<file path="src/shared/dcfs_pkg.sv">
`default_nettype none
package dcfs_pkg;
	// ==========================================================
	// Widths
	localparam int FREQ_W = 16;
	localparam int PCT_W = 7;

	// ==========================================================
	// Command source codes
	localparam logic [2:0] CMD_KEYPAD = 3'h0;
	localparam logic [2:0] CMD_TERMINAL = 3'h1;
	localparam logic [2:0] CMD_KEY_TERM = 3'h2;
	localparam logic [2:0] CMD_MODBUS = 3'h3;
	localparam logic [2:0] CMD_ALL = 3'h4;
	localparam logic [2:0] CMD_SRC_RESET = 3'h4;

	// ==========================================================
	// Main source codes
	localparam logic [3:0] MAIN_DIG_MEM = 4'h0;
	localparam logic [3:0] MAIN_AN_ONE = 4'h1;
	localparam logic [3:0] MAIN_AN_TWO = 4'h2;
	localparam logic [3:0] MAIN_PULSE = 4'h3;
	localparam logic [3:0] MAIN_STAGE = 4'h4;
	localparam logic [3:0] MAIN_DIG_NOMEM = 4'h5;
	localparam logic [3:0] MAIN_PID = 4'h9;
	localparam logic [3:0] MAIN_MODBUS = 4'ha;

	// ==========================================================
	// Secondary source codes
	localparam logic [2:0] AUX_DIG_MEM = 3'h0;
	localparam logic [2:0] AUX_AN_ONE = 3'h1;
	localparam logic [2:0] AUX_AN_TWO = 3'h2;
	localparam logic [2:0] AUX_PULSE = 3'h3;
	localparam logic [2:0] AUX_STAGE = 3'h4;
	localparam logic [2:0] AUX_PID = 3'h5;

	// ==========================================================
	// Combine modes and other settings
	localparam logic [2:0] CMB_X = 3'h0;
	localparam logic [2:0] CMB_X_PLUS_Y = 3'h1;
	localparam logic [2:0] CMB_X_OR_Y = 3'h2;
	localparam logic [2:0] CMB_X_OR_XY = 3'h3;
	localparam logic [2:0] CMB_STAGE_AN = 3'h4;
	localparam logic [2:0] CMB_X_MINUS_Y = 3'h5;
	localparam logic [2:0] CMB_OFFSET = 3'h6;
	localparam logic [1:0] CYCLE_AUTO = 2'h2;
	localparam logic [6:0] PCT_FULL = 7'h64;
	localparam logic [FREQ_W-1:0] FREQ_RESET = 16'h0000;

	// ==========================================================
	// Grouped carriers
	typedef struct packed {
		logic start;
		logic stop;
		logic fwd;
		logic rev;
		logic jog;
	} dcfs_cmd_s;

	typedef struct packed {
		logic [FREQ_W-1:0] an_one;
		logic [FREQ_W-1:0] an_two;
		logic [FREQ_W-1:0] pulse;
		logic [FREQ_W-1:0] stage;
		logic [FREQ_W-1:0] pid;
		logic [FREQ_W-1:0] modbus;
	} dcfs_src_s;

	typedef enum logic [1:0] {
		DCFS_IDLE,
		DCFS_RUN
	} dcfs_run_e;
endpackage : dcfs_pkg
`default_nettype wire

</file>
<file path="src/dcfs_aux_scale.sv">
`timescale 1ns/1ps
`default_nettype none
module dcfs_aux_scale #(
	parameter int FREQ_W = 16
) (
	// Span reference
	input wire logic range_ref,
	input wire logic [6:0] range_pct,
	input wire logic [FREQ_W-1:0] max_freq,
	input wire logic [FREQ_W-1:0] x_freq,
	// Raw analog value, full scale at all ones
	input wire logic [FREQ_W-1:0] raw,
	// Scaled outputs
	output logic [FREQ_W-1:0] y_max,
	output logic [FREQ_W-1:0] y_scaled
);
	logic [FREQ_W-1:0] base;
	logic [FREQ_W+6:0] prod;
	logic [2*FREQ_W-1:0] prod2;

	// Ymax from maximum frequency or from X
	always_comb begin
		base = range_ref ? x_freq : max_freq;
		prod = base * range_pct;
		y_max = FREQ_W'(prod / 7'h64);
		prod2 = y_max * raw;
		y_scaled = prod2[2*FREQ_W-1:FREQ_W];
	end
endmodule : dcfs_aux_scale
`default_nettype wire

</file>
<file path="src/dcfs_cmd_gate.sv">
`timescale 1ns/1ps
`default_nettype none
module dcfs_cmd_gate (
	// Source selection
	input wire logic [2:0] src_sel,
	// Candidate commands
	input wire logic key_cmd,
	input wire logic term_cmd,
	input wire logic mb_cmd,
	// Accepted command
	output logic cmd_out
);
	// Accept a command only from the selected source set
	always_comb begin
		unique case (src_sel)
			dcfs_pkg::CMD_KEYPAD: cmd_out = key_cmd;
			dcfs_pkg::CMD_TERMINAL: cmd_out = term_cmd;
			dcfs_pkg::CMD_KEY_TERM: cmd_out = key_cmd | term_cmd;
			dcfs_pkg::CMD_MODBUS: cmd_out = mb_cmd;
			dcfs_pkg::CMD_ALL: cmd_out = key_cmd | term_cmd | mb_cmd;
			default: cmd_out = 1'b0;
		endcase
	end
endmodule : dcfs_cmd_gate
`default_nettype wire

</file>
<file path="src/dcfs_top.sv">
// Function
// - Start source picks keypad, terminals, both, MODBUS or all; resets to 4.
// - Stop source uses same encoding independently; resets to 4.
// - Selected sources govern start, stop, forward, reverse and jog.
// - Both sources 3 means run commands come only from MODBUS.
// - Setting 2 or 4 accepts keypad and terminal commands together.
// - Final direction is direction setting XOR speed-mode direction.
// - Automatic circulation cycle option ignores the direction setting.
// - Main source codes 0-5, 9 PID, 10 MODBUS; default 0.
// - Retained digital starts at initial target on cfg_load (0 after reset); after stop keeps last run freq.
// - Retained target survives power loss only with retention setting 1.
// - Non-retained digital returns to initial target after every stop.
// - PID mode runs at PID value; MODBUS mode takes MODBUS frequency.
// - Secondary codes 0-5; alone it behaves like the main source.
// - Retained secondary alone starts at aux initial on cfg_load (0 after reset); polarity ignored.
// - Combine 1 or 3 with retained Y uses initial and polarity; readback.
// - Analog Y span set by range reference and percentage.
// - Range reference 0 max freq, 1 tracks X; percent 0-100.
// - Combine 0 gives X, 1 X plus Y, 5 X minus Y without PID.
// - Mode 2 switches X/Y, mode 3 X/X+Y by terminal; mode 3 without PID.
// - Mode 4 stage speed overrides analog; analog used when stage withdrawn.
// - Mode 6 gives X plus Y minus half Ymax, no PID.
// - Nonzero terminal run scheme ignores start, stop and direction settings.
`timescale 1ns/1ps
`default_nettype none
module dcfs_top #(
	parameter int FREQ_W = dcfs_pkg::FREQ_W
) (
	// Clock and reset
	input wire logic clk,
	input wire logic rst_n,
	// Command settings
	input wire logic [2:0] start_cmd_source,
	input wire logic [2:0] stop_cmd_source,
	input wire logic direction_setting,
	input wire logic [2:0] terminal_run_scheme,
	input wire logic [1:0] cycle_speed_option,
	input wire logic cfg_load,
	// Command inputs by origin
	input wire dcfs_pkg::dcfs_cmd_s key_cmd,
	input wire dcfs_pkg::dcfs_cmd_s term_cmd,
	input wire dcfs_pkg::dcfs_cmd_s mb_cmd,
	input wire logic mode_dir,
	input wire logic scheme_run,
	input wire logic scheme_dir,
	// Frequency settings
	input wire logic [3:0] main_freq_source,
	input wire logic [2:0] aux_freq_source,
	input wire logic aux_range_reference,
	input wire logic [6:0] aux_range_percent,
	input wire logic [2:0] freq_combine_select,
	input wire logic [FREQ_W-1:0] initial_target_freq,
	input wire logic power_down_freq_retain,
	input wire logic [FREQ_W-1:0] aux_initial_value,
	input wire logic aux_initial_polarity,
	input wire logic [FREQ_W-1:0] max_frequency,
	input wire logic power_restore,
	// Frequency inputs
	input wire dcfs_pkg::dcfs_src_s src,
	input wire logic stage_active,
	input wire logic up_key,
	input wire logic down_key,
	input wire logic source_switch,
	input wire logic [FREQ_W-1:0] running_freq,
	// Outputs
	output logic run_q,
	output dcfs_pkg::dcfs_cmd_s cmd_q,
	output logic dir_q,
	output logic [FREQ_W-1:0] target_freq_q,
	output logic [FREQ_W-1:0] aux_value_readback,
	output logic aux_polarity_readback,
	output logic cfg_error_q
);
	// ==========================================================
	// Settings latched on cfg_load
	logic [2:0] start_src_q;
	logic [2:0] stop_src_q;
	logic [3:0] main_src_q;

	// Sources default to all origins, main source to retained digital
	always_ff @(posedge clk or negedge rst_n) begin
		if (!rst_n) begin
			start_src_q <= dcfs_pkg::CMD_SRC_RESET;
			stop_src_q <= dcfs_pkg::CMD_SRC_RESET;
			main_src_q <= dcfs_pkg::MAIN_DIG_MEM;
		end else if (cfg_load) begin
			start_src_q <= start_cmd_source;
			stop_src_q <= stop_cmd_source;
			main_src_q <= main_freq_source;
		end
	end

	// ==========================================================
	// Command gating per command bit
	// Stop bit draws on the stop source, all others on the start source
	logic [4:0] gated;
	logic [4:0] sel_is_stop;
	assign sel_is_stop = 5'h08;

	// One gate per command bit
	genvar gi;
	generate
		for (gi = 0; gi < 5; gi++) begin : g_cmd
			dcfs_cmd_gate dcfs_cmd_gate_i (
				.src_sel(sel_is_stop[gi] ? stop_src_q : start_src_q),
				.key_cmd(key_cmd[gi]),
				.term_cmd(term_cmd[gi]),
				.mb_cmd(mb_cmd[gi]),
				.cmd_out(gated[gi])
			);
		end
	endgenerate

	// Any two-line or three-line scheme takes over run control
	logic scheme_on;
	assign scheme_on = terminal_run_scheme != 3'h0;

	// Run state machine
	dcfs_pkg::dcfs_run_e state_q;
	logic stop_evt;

	// Stop request from the scheme or from the stop source
	always_comb begin
		if (scheme_on) begin
			stop_evt = (state_q == dcfs_pkg::DCFS_RUN) && !scheme_run;
		end else begin
			stop_evt = (state_q == dcfs_pkg::DCFS_RUN) && gated[3];
		end
	end

	// Idle until a start, forward, reverse or jog, run until a stop
	always_ff @(posedge clk or negedge rst_n) begin
		if (!rst_n) begin
			state_q <= dcfs_pkg::DCFS_IDLE;
		end else begin
			unique case (state_q)
				dcfs_pkg::DCFS_IDLE: begin
					if (scheme_on ? scheme_run : (gated[4] | gated[2] | gated[1] | gated[0])) begin
						state_q <= dcfs_pkg::DCFS_RUN;
					end
				end
				dcfs_pkg::DCFS_RUN: begin
					if (stop_evt) begin
						state_q <= dcfs_pkg::DCFS_IDLE;
					end
				end
			endcase
		end
	end

	// Registered run and command outputs
	always_ff @(posedge clk or negedge rst_n) begin
		if (!rst_n) begin
			run_q <= 1'b0;
			cmd_q <= '0;
		end else begin
			run_q <= (state_q == dcfs_pkg::DCFS_RUN) && !stop_evt;
			cmd_q <= scheme_on ? '0 : gated;
		end
	end

	// ==========================================================
	// Direction resolution
	always_ff @(posedge clk or negedge rst_n) begin
		if (!rst_n) begin
			dir_q <= 1'b0;
		end else if (scheme_on) begin
			dir_q <= scheme_dir;
		end else if (cycle_speed_option == dcfs_pkg::CYCLE_AUTO) begin
			dir_q <= mode_dir;
		end else begin
			dir_q <= direction_setting ^ mode_dir;
		end
	end

	// ==========================================================
	// Digital setpoints
	logic [FREQ_W-1:0] dig_q;
	logic [FREQ_W-1:0] aux_dig_q;
	logic aux_pol_q;
	logic stopped_evt;
	logic main_nomem;
	logic aux_in_combo;
	logic aux_neg;
	// Stop and combine-mode qualifiers
	assign stopped_evt = (state_q == dcfs_pkg::DCFS_RUN) && stop_evt;
	assign main_nomem = main_src_q == dcfs_pkg::MAIN_DIG_NOMEM;
	assign aux_in_combo = freq_combine_select == dcfs_pkg::CMB_X_PLUS_Y ||
		freq_combine_select == dcfs_pkg::CMB_X_OR_XY;

	// Polarity counts only for a retained Y inside modes 1 and 3
	assign aux_neg = aux_pol_q && aux_in_combo &&
		aux_freq_source == dcfs_pkg::AUX_DIG_MEM;

	// Main digital target follows keys; stop snapshots or restores
	always_ff @(posedge clk or negedge rst_n) begin
		if (!rst_n) begin
			dig_q <= dcfs_pkg::FREQ_RESET;
		end else if (power_restore) begin
			dig_q <= power_down_freq_retain ? dig_q : initial_target_freq;
		end else if (stopped_evt) begin
			dig_q <= main_nomem ? initial_target_freq : running_freq;
		end else if (cfg_load) begin
			dig_q <= initial_target_freq;
		end else if (up_key && dig_q < max_frequency) begin
			dig_q <= dig_q + 1'b1;
		end else if (down_key && dig_q != '0) begin
			dig_q <= dig_q - 1'b1;
		end
	end

	// Secondary digital value with polarity
	always_ff @(posedge clk or negedge rst_n) begin
		if (!rst_n) begin
			aux_dig_q <= dcfs_pkg::FREQ_RESET;
			aux_pol_q <= 1'b0;
		end else if (cfg_load) begin
			aux_dig_q <= aux_initial_value;
			aux_pol_q <= aux_initial_polarity;
		end
	end

	// ==========================================================
	// Source selection
	logic [FREQ_W-1:0] x_val;
	logic [FREQ_W-1:0] y_raw;
	logic [FREQ_W-1:0] y_max;
	logic [FREQ_W-1:0] y_an;
	logic y_is_an;

	// Main source X
	always_comb begin
		unique case (main_src_q)
			dcfs_pkg::MAIN_AN_ONE: x_val = src.an_one;
			dcfs_pkg::MAIN_AN_TWO: x_val = src.an_two;
			dcfs_pkg::MAIN_PULSE: x_val = src.pulse;
			dcfs_pkg::MAIN_STAGE: x_val = src.stage;
			dcfs_pkg::MAIN_PID: x_val = src.pid;
			dcfs_pkg::MAIN_MODBUS: x_val = src.modbus;
			default: x_val = dig_q;
		endcase
	end

	// Secondary source Y, flagging the analog ones
	always_comb begin
		y_is_an = 1'b0;
		unique case (aux_freq_source)
			dcfs_pkg::AUX_AN_ONE: begin
				y_raw = src.an_one;
				y_is_an = 1'b1;
			end
			dcfs_pkg::AUX_AN_TWO: begin
				y_raw = src.an_two;
				y_is_an = 1'b1;
			end
			dcfs_pkg::AUX_PULSE: y_raw = src.pulse;
			dcfs_pkg::AUX_STAGE: y_raw = src.stage;
			dcfs_pkg::AUX_PID: y_raw = src.pid;
			default: y_raw = aux_dig_q;
		endcase
	end

	dcfs_aux_scale #(.FREQ_W(FREQ_W)) dcfs_aux_scale_i (
		.range_ref(aux_range_reference),
		.range_pct(aux_range_percent > dcfs_pkg::PCT_FULL ?
			dcfs_pkg::PCT_FULL : aux_range_percent),
		.max_freq(max_frequency),
		.x_freq(x_val),
		.raw(y_raw),
		.y_max(y_max),
		.y_scaled(y_an)
	);

	// Analog Y is scaled, other sources pass unchanged
	logic [FREQ_W-1:0] y_val;
	assign y_val = y_is_an ? y_an : y_raw;

	// ==========================================================
	// Combination
	logic x_pid;
	logic y_pid;
	logic bad;
	logic signed [FREQ_W+1:0] sum;
	logic signed [FREQ_W+1:0] xs;
	logic signed [FREQ_W+1:0] ys;
	// PID flags and zero-extended signed operands; Y negated when polarity applies
	assign x_pid = main_src_q == dcfs_pkg::MAIN_PID;
	assign y_pid = aux_freq_source == dcfs_pkg::AUX_PID;
	assign xs = $signed({2'b00, x_val});
	assign ys = aux_neg ? -$signed({2'b00, y_val}) : $signed({2'b00, y_val});

	// Combine X and Y; flag illegal pairings
	always_comb begin
		bad = 1'b0;
		unique case (freq_combine_select)
			dcfs_pkg::CMB_X_PLUS_Y: sum = xs + ys;
			dcfs_pkg::CMB_X_OR_Y: sum = source_switch ? ys : xs;
			dcfs_pkg::CMB_X_OR_XY: begin
				sum = source_switch ? xs + ys : xs;
				bad = x_pid | y_pid;
			end
			dcfs_pkg::CMB_STAGE_AN: begin
				sum = stage_active ? xs : ys;
				bad = main_src_q != dcfs_pkg::MAIN_STAGE ||
					aux_freq_source != dcfs_pkg::AUX_AN_ONE;
			end
			dcfs_pkg::CMB_X_MINUS_Y: begin
				sum = xs - ys;
				bad = x_pid | y_pid;
			end
			dcfs_pkg::CMB_OFFSET: begin
				sum = xs + ys - $signed({3'b000, y_max[FREQ_W-1:1]});
				bad = x_pid | y_pid;
			end
			default: sum = xs;
		endcase
	end

	// Clamped target and readback
	always_ff @(posedge clk or negedge rst_n) begin
		if (!rst_n) begin
			target_freq_q <= dcfs_pkg::FREQ_RESET;
			cfg_error_q <= 1'b0;
			aux_value_readback <= dcfs_pkg::FREQ_RESET;
			aux_polarity_readback <= 1'b0;
		end else begin
			if (bad) begin
				target_freq_q <= dcfs_pkg::FREQ_RESET;
			end else if (sum < 0) begin
				target_freq_q <= dcfs_pkg::FREQ_RESET;
			end else if (sum > $signed({2'b00, max_frequency})) begin
				target_freq_q <= max_frequency;
			end else begin
				target_freq_q <= sum[FREQ_W-1:0];
			end
			cfg_error_q <= bad;
			aux_value_readback <= y_val;
			aux_polarity_readback <= aux_neg;
		end
	end
endmodule : dcfs_top
`default_nettype wire
</file>
<file path="config.mk">
export PLATFORM = sky130hd
export DESIGN_NAME = dcfs_top
export DESIGN_NICKNAME = d
export VERILOG_FILES = /design/src/shared/dcfs_pkg.sv /design/src/dcfs_aux_scale.sv /design/src/dcfs_cmd_gate.sv /design/src/dcfs_top.sv
export SDC_FILE = /design/constraint.sdc
export NUM_CORES = 2
export LEC_CHECK = 0
export CORE_MARGIN = 5
export CORE_UTILIZATION = 61
export DETAILED_ROUTE_END_ITERATION = 10
export DONT_BUFFER_PORTS = 1
export PLACE_DENSITY = 0.77
export SLEW_MARGIN = 10
export SYNTH_ARGS = -nofsm -noshare
export SYNTH_HDL_FRONTEND = slang
export SYNTH_SLANG_ARGS = --single-unit
</file>
<file path="constraint.sdc">
create_clock -name clk -period 39.1 [get_ports clk]
set_clock_uncertainty 0.05 [all_clocks]
set_input_delay 7.82 -clock clk [delete_from_list [all_inputs] [get_ports clk]]
set_output_delay 7.82 -clock clk [all_outputs]
set_load 0.02 [all_outputs]
</file>
==> reports/metrics.csv <==
stage,metric,value,unit
setup_path,cpMostUsedCell,a21o_1,
routing,drtPass1Iterations,9,
timing,slew_headroom,0.2058,
clock_tree,htree_levels,3,
logic_synthesis,yosys.area.top_type,fa_1,
routing,vias,26870,
global_routing,grt_pass1_wl,146100,um
timing,finalHoldViolations,0,
routing,final_antenna_net_count,0,
setup_path,start_kind,primary input,
routing,wl_per_cell,23.58,um
die,ios,259,
global_routing,grt_max_degree,86,
timing,worst_slew_pin_slew,1.183,ns
run_status,status,"finished, final reports clean",
timing,finalMaxSlewViolations,0,
layout,syn_to_final_growth,3.898,%
place,portBuffers,0,
hold_path,min_path_type,reg2reg,
logic_synthesis,syn_inst,3445,
place,post_dp_cell_area,0.02710,sq mm
die,die_area,0.04790,sq mm
setup_path,cp_num_buf_inv,18,
setup_path,crit_family,compound AO/OA/AOI/OAI gates,
routing,drt-total-wl,93090,um
logic_synthesis,ys_warn_count,0,
global_routing,grt_pass1_vias,26890,
clock_tree,clock-sinks,85,
setup_path,cp-end-kind,register,
die,start_util,0.6178,
setup_path,worstPathMaxFanout,20,
clock_tree,cts_root_buf,clkbuf_16,
timing,finalSetupViolations,0,
timing,setup_ws,1.653,ns
die,die_y,218.9,um
logic_synthesis,async_flop_share,1.000,
logic_synthesis,ys_ff_latch,85,
routing,first_iter_violations,3471,
logic_synthesis,synth_top_flop_cell,dfrtp_1,
setup_path,crit_path_max_incr_delay,0.55,ns
layout,nets,4072,
logic_synthesis,synth_nets,4164,
layout,fin_area,0.02765,sq mm
routing,via_per_inst,6.808,
setup_path,crit_slowest_cell,fa_1,
clock_tree,clk_path_buf_depth,2,
die,fp.coreArea,0.04308,sq mm
global_routing,grtUsageTotal,0.3788,
timing,fmax,26.70,MHz
logic_synthesis,synth_seq_area_share,0.08002,
setup_path,worstPathArrival,37.67,ns
place,gp_congestion,1.047,
logic_synthesis,synth_top_area_frac,0.2001,
logic_synthesis,synth_area,0.02661,sq mm
clock_tree,clkLatencyLatePin,0.36,ns
global_routing,grt_antenna_before_repair,3,
timing,min_period_over_period,0.9577,
logic_synthesis,ys_types,126,
layout,drive_above_1_share,0.06760,
place,dp_hpwl,74680,um
setup_path,worstPathRequired,39.32,ns
die,fp.dieW,218.9,um
global_routing,overflow,0,
clock_tree,clk_pin_slew,0.07,ns
timing,setup_tns,0,ns
timing,min_period,37.45,ns
setup_path,path_class,in2reg,
place,place_ws,0.5396,ns
clock_tree,cts_tree,done,
logic_synthesis,synth_edf_count,0,
clock_tree,cts_inserted_buffers,9,
logic_synthesis,synthTopCellsByArea,"fa_1 (20%), ha_1 (11%), dfrtp_1 (7.8%)",
layout,utilization,0.6419,
flow_run,maxCapViolCount,0,
routing,drc,0,
logic_synthesis,syn_area_per_cell,7.725,sq um
die,rows,76,
## flip-flops by register name, indices dropped and copies added (netlist names)
register               count
stop_src_q                 3
start_src_q                3
dir_q                      1
cfg_error_q                1
target_freq_q             16
aux_dig_q                 16
dig_q                     16
aux_polarity_readback      1
aux_pol_q                  1
run_q                      1
state_q                    1
main_src_q                 4
aux_value_readback        16
cmd_q                      5
## Yosys cell counts, types with 12 or more instances
| library cell | count |
|---|---|
| a31o_2 | 13 |
| nor4_1 | 12 |
| nand2b_1 | 48 |
| clkbuf_1 | 114 |
| nor2b_1 | 44 |
| a21o_1 | 64 |
| dfrtp_1 | 83 |
| o221ai_1 | 22 |
| a21oi_1 | 237 |
| o211ai_1 | 23 |
| and2_1 | 26 |
| nand4_1 | 22 |
| buf_1 | 16 |
| or3_1 | 25 |
| mux2i_1 | 59 |
| a211o_1 | 12 |
| nor2_1 | 351 |
| o31ai_1 | 13 |
| xnor2_1 | 89 |
| xor2_1 | 30 |
| a31oi_1 | 45 |
| buf_2 | 21 |
| o21a_1 | 28 |
| nand3_1 | 71 |
| o22ai_1 | 32 |
| fa_1 | 266 |
| nand2_1 | 356 |
| a211oi_1 | 37 |
| and3_1 | 28 |
| ha_1 | 235 |
| o21ai_0 | 144 |
| o21ai_1 | 15 |
| nor3_1 | 71 |
| inv_1 | 408 |
| a222oi_1 | 30 |
| o21bai_1 | 39 |
| mux2_2 | 36 |
## layout by cell type, fill, tap and decap left out, types with 26 or more instances in the layout
cell	instances
a21o_1	64
mux2i_1	51
buf_4	52
a31oi_1	43
ha_1	235
fa_1	266
xor2_1	29
a21oi_1	235
o21bai_1	39
nand2_1	356
inv_1	408
a211oi_1	37
a222oi_1	30
and3_1	27
nor3_1	63
o22ai_1	32
o21ai_0	142
nor2_1	348
dfrtp_1	83
mux2_2	36
nand3_1	71
and2_1	26
nand2b_1	48
xnor2_1	87
o21a_1	28
nor2b_1	44
## what timing repair did
item                                    CTS  global route
endpoints found under the setup margin    0            16
resized for setup                         0            38
hold buffers                              0             0
buffers inserted                          0             5
## metrics by stage
stage | hold WS [ns] | cells
finish | 0.4655 | 3947
detailed placement | 0.4481 | 3922
CTS | 0.4637 | 3938
global placement | 0.4413 | 3922
global route | 0.4868 | 3944
floorplan | 0.4311 | 3445
## cell families (layout without fill, tap and decap cells)
| family | after synthesis | count (layout) | synth area share |
|---|---|---|---|
| and+or+nand+nor | 1119 | 1119 | 0.1964 |
| adders and majority gates | 506 | 506 | 0.3125 |
| DFF | 85 | 85 | 0.08002 |
| muxes | 97 | 97 | 0.03883 |
| xor gates and xnor gates | 122 | 122 | 0.04100 |
| buffers and inverters | 574 | 487 | 0.08303 |
| other | 0 | 4 | 0 |
| AOI/OAI and AO/OA | 942 | 942 | 0.2482 |
## per-layer routing
layer | part of all wire | GRT usage
met1 | 0.38 | 0.4916
met2 | 0.45 | 0.5994
met3 | 0.12 | 0.1035
met4 | 0.050 | 0.1595
met5 | 0.00027 | 0
## layout make-up
type	count	area, sq um
Inverter	419	1575
Timing Repair Buffer	52	390.4
Sequential cell	85	2130
Fill cell	3773	15430
Clock inverter	6	46.29
Multi-Input combinational cell	2786	22540
Clock buffer	10	229.0
Antenna cell	4	10.01
Tap cell	585	732.0
## final timing paths
path | start | end | slack, ns | cells past startpoint
worst max-delay path | src[0] | target_freq_q[0] | 1.65 | 122
worst min-delay path | aux_dig_q[11] | aux_dig_q[11] | 0.47 | 1
worst max register to register | main_src_q[0] | target_freq_q[0] | 7.42 | 118
worst min register to register | aux_dig_q[11] | aux_dig_q[11] | 0.47 | 1
max in group asynchronous | rst_n | start_src_q[2] | 31.69 | 0
min in group asynchronous | rst_n | main_src_q[0] | 7.10 | 0
Power is not shown: default switching activity piles up to over one toggle a cycle in this logic, so the estimate is an artifact.
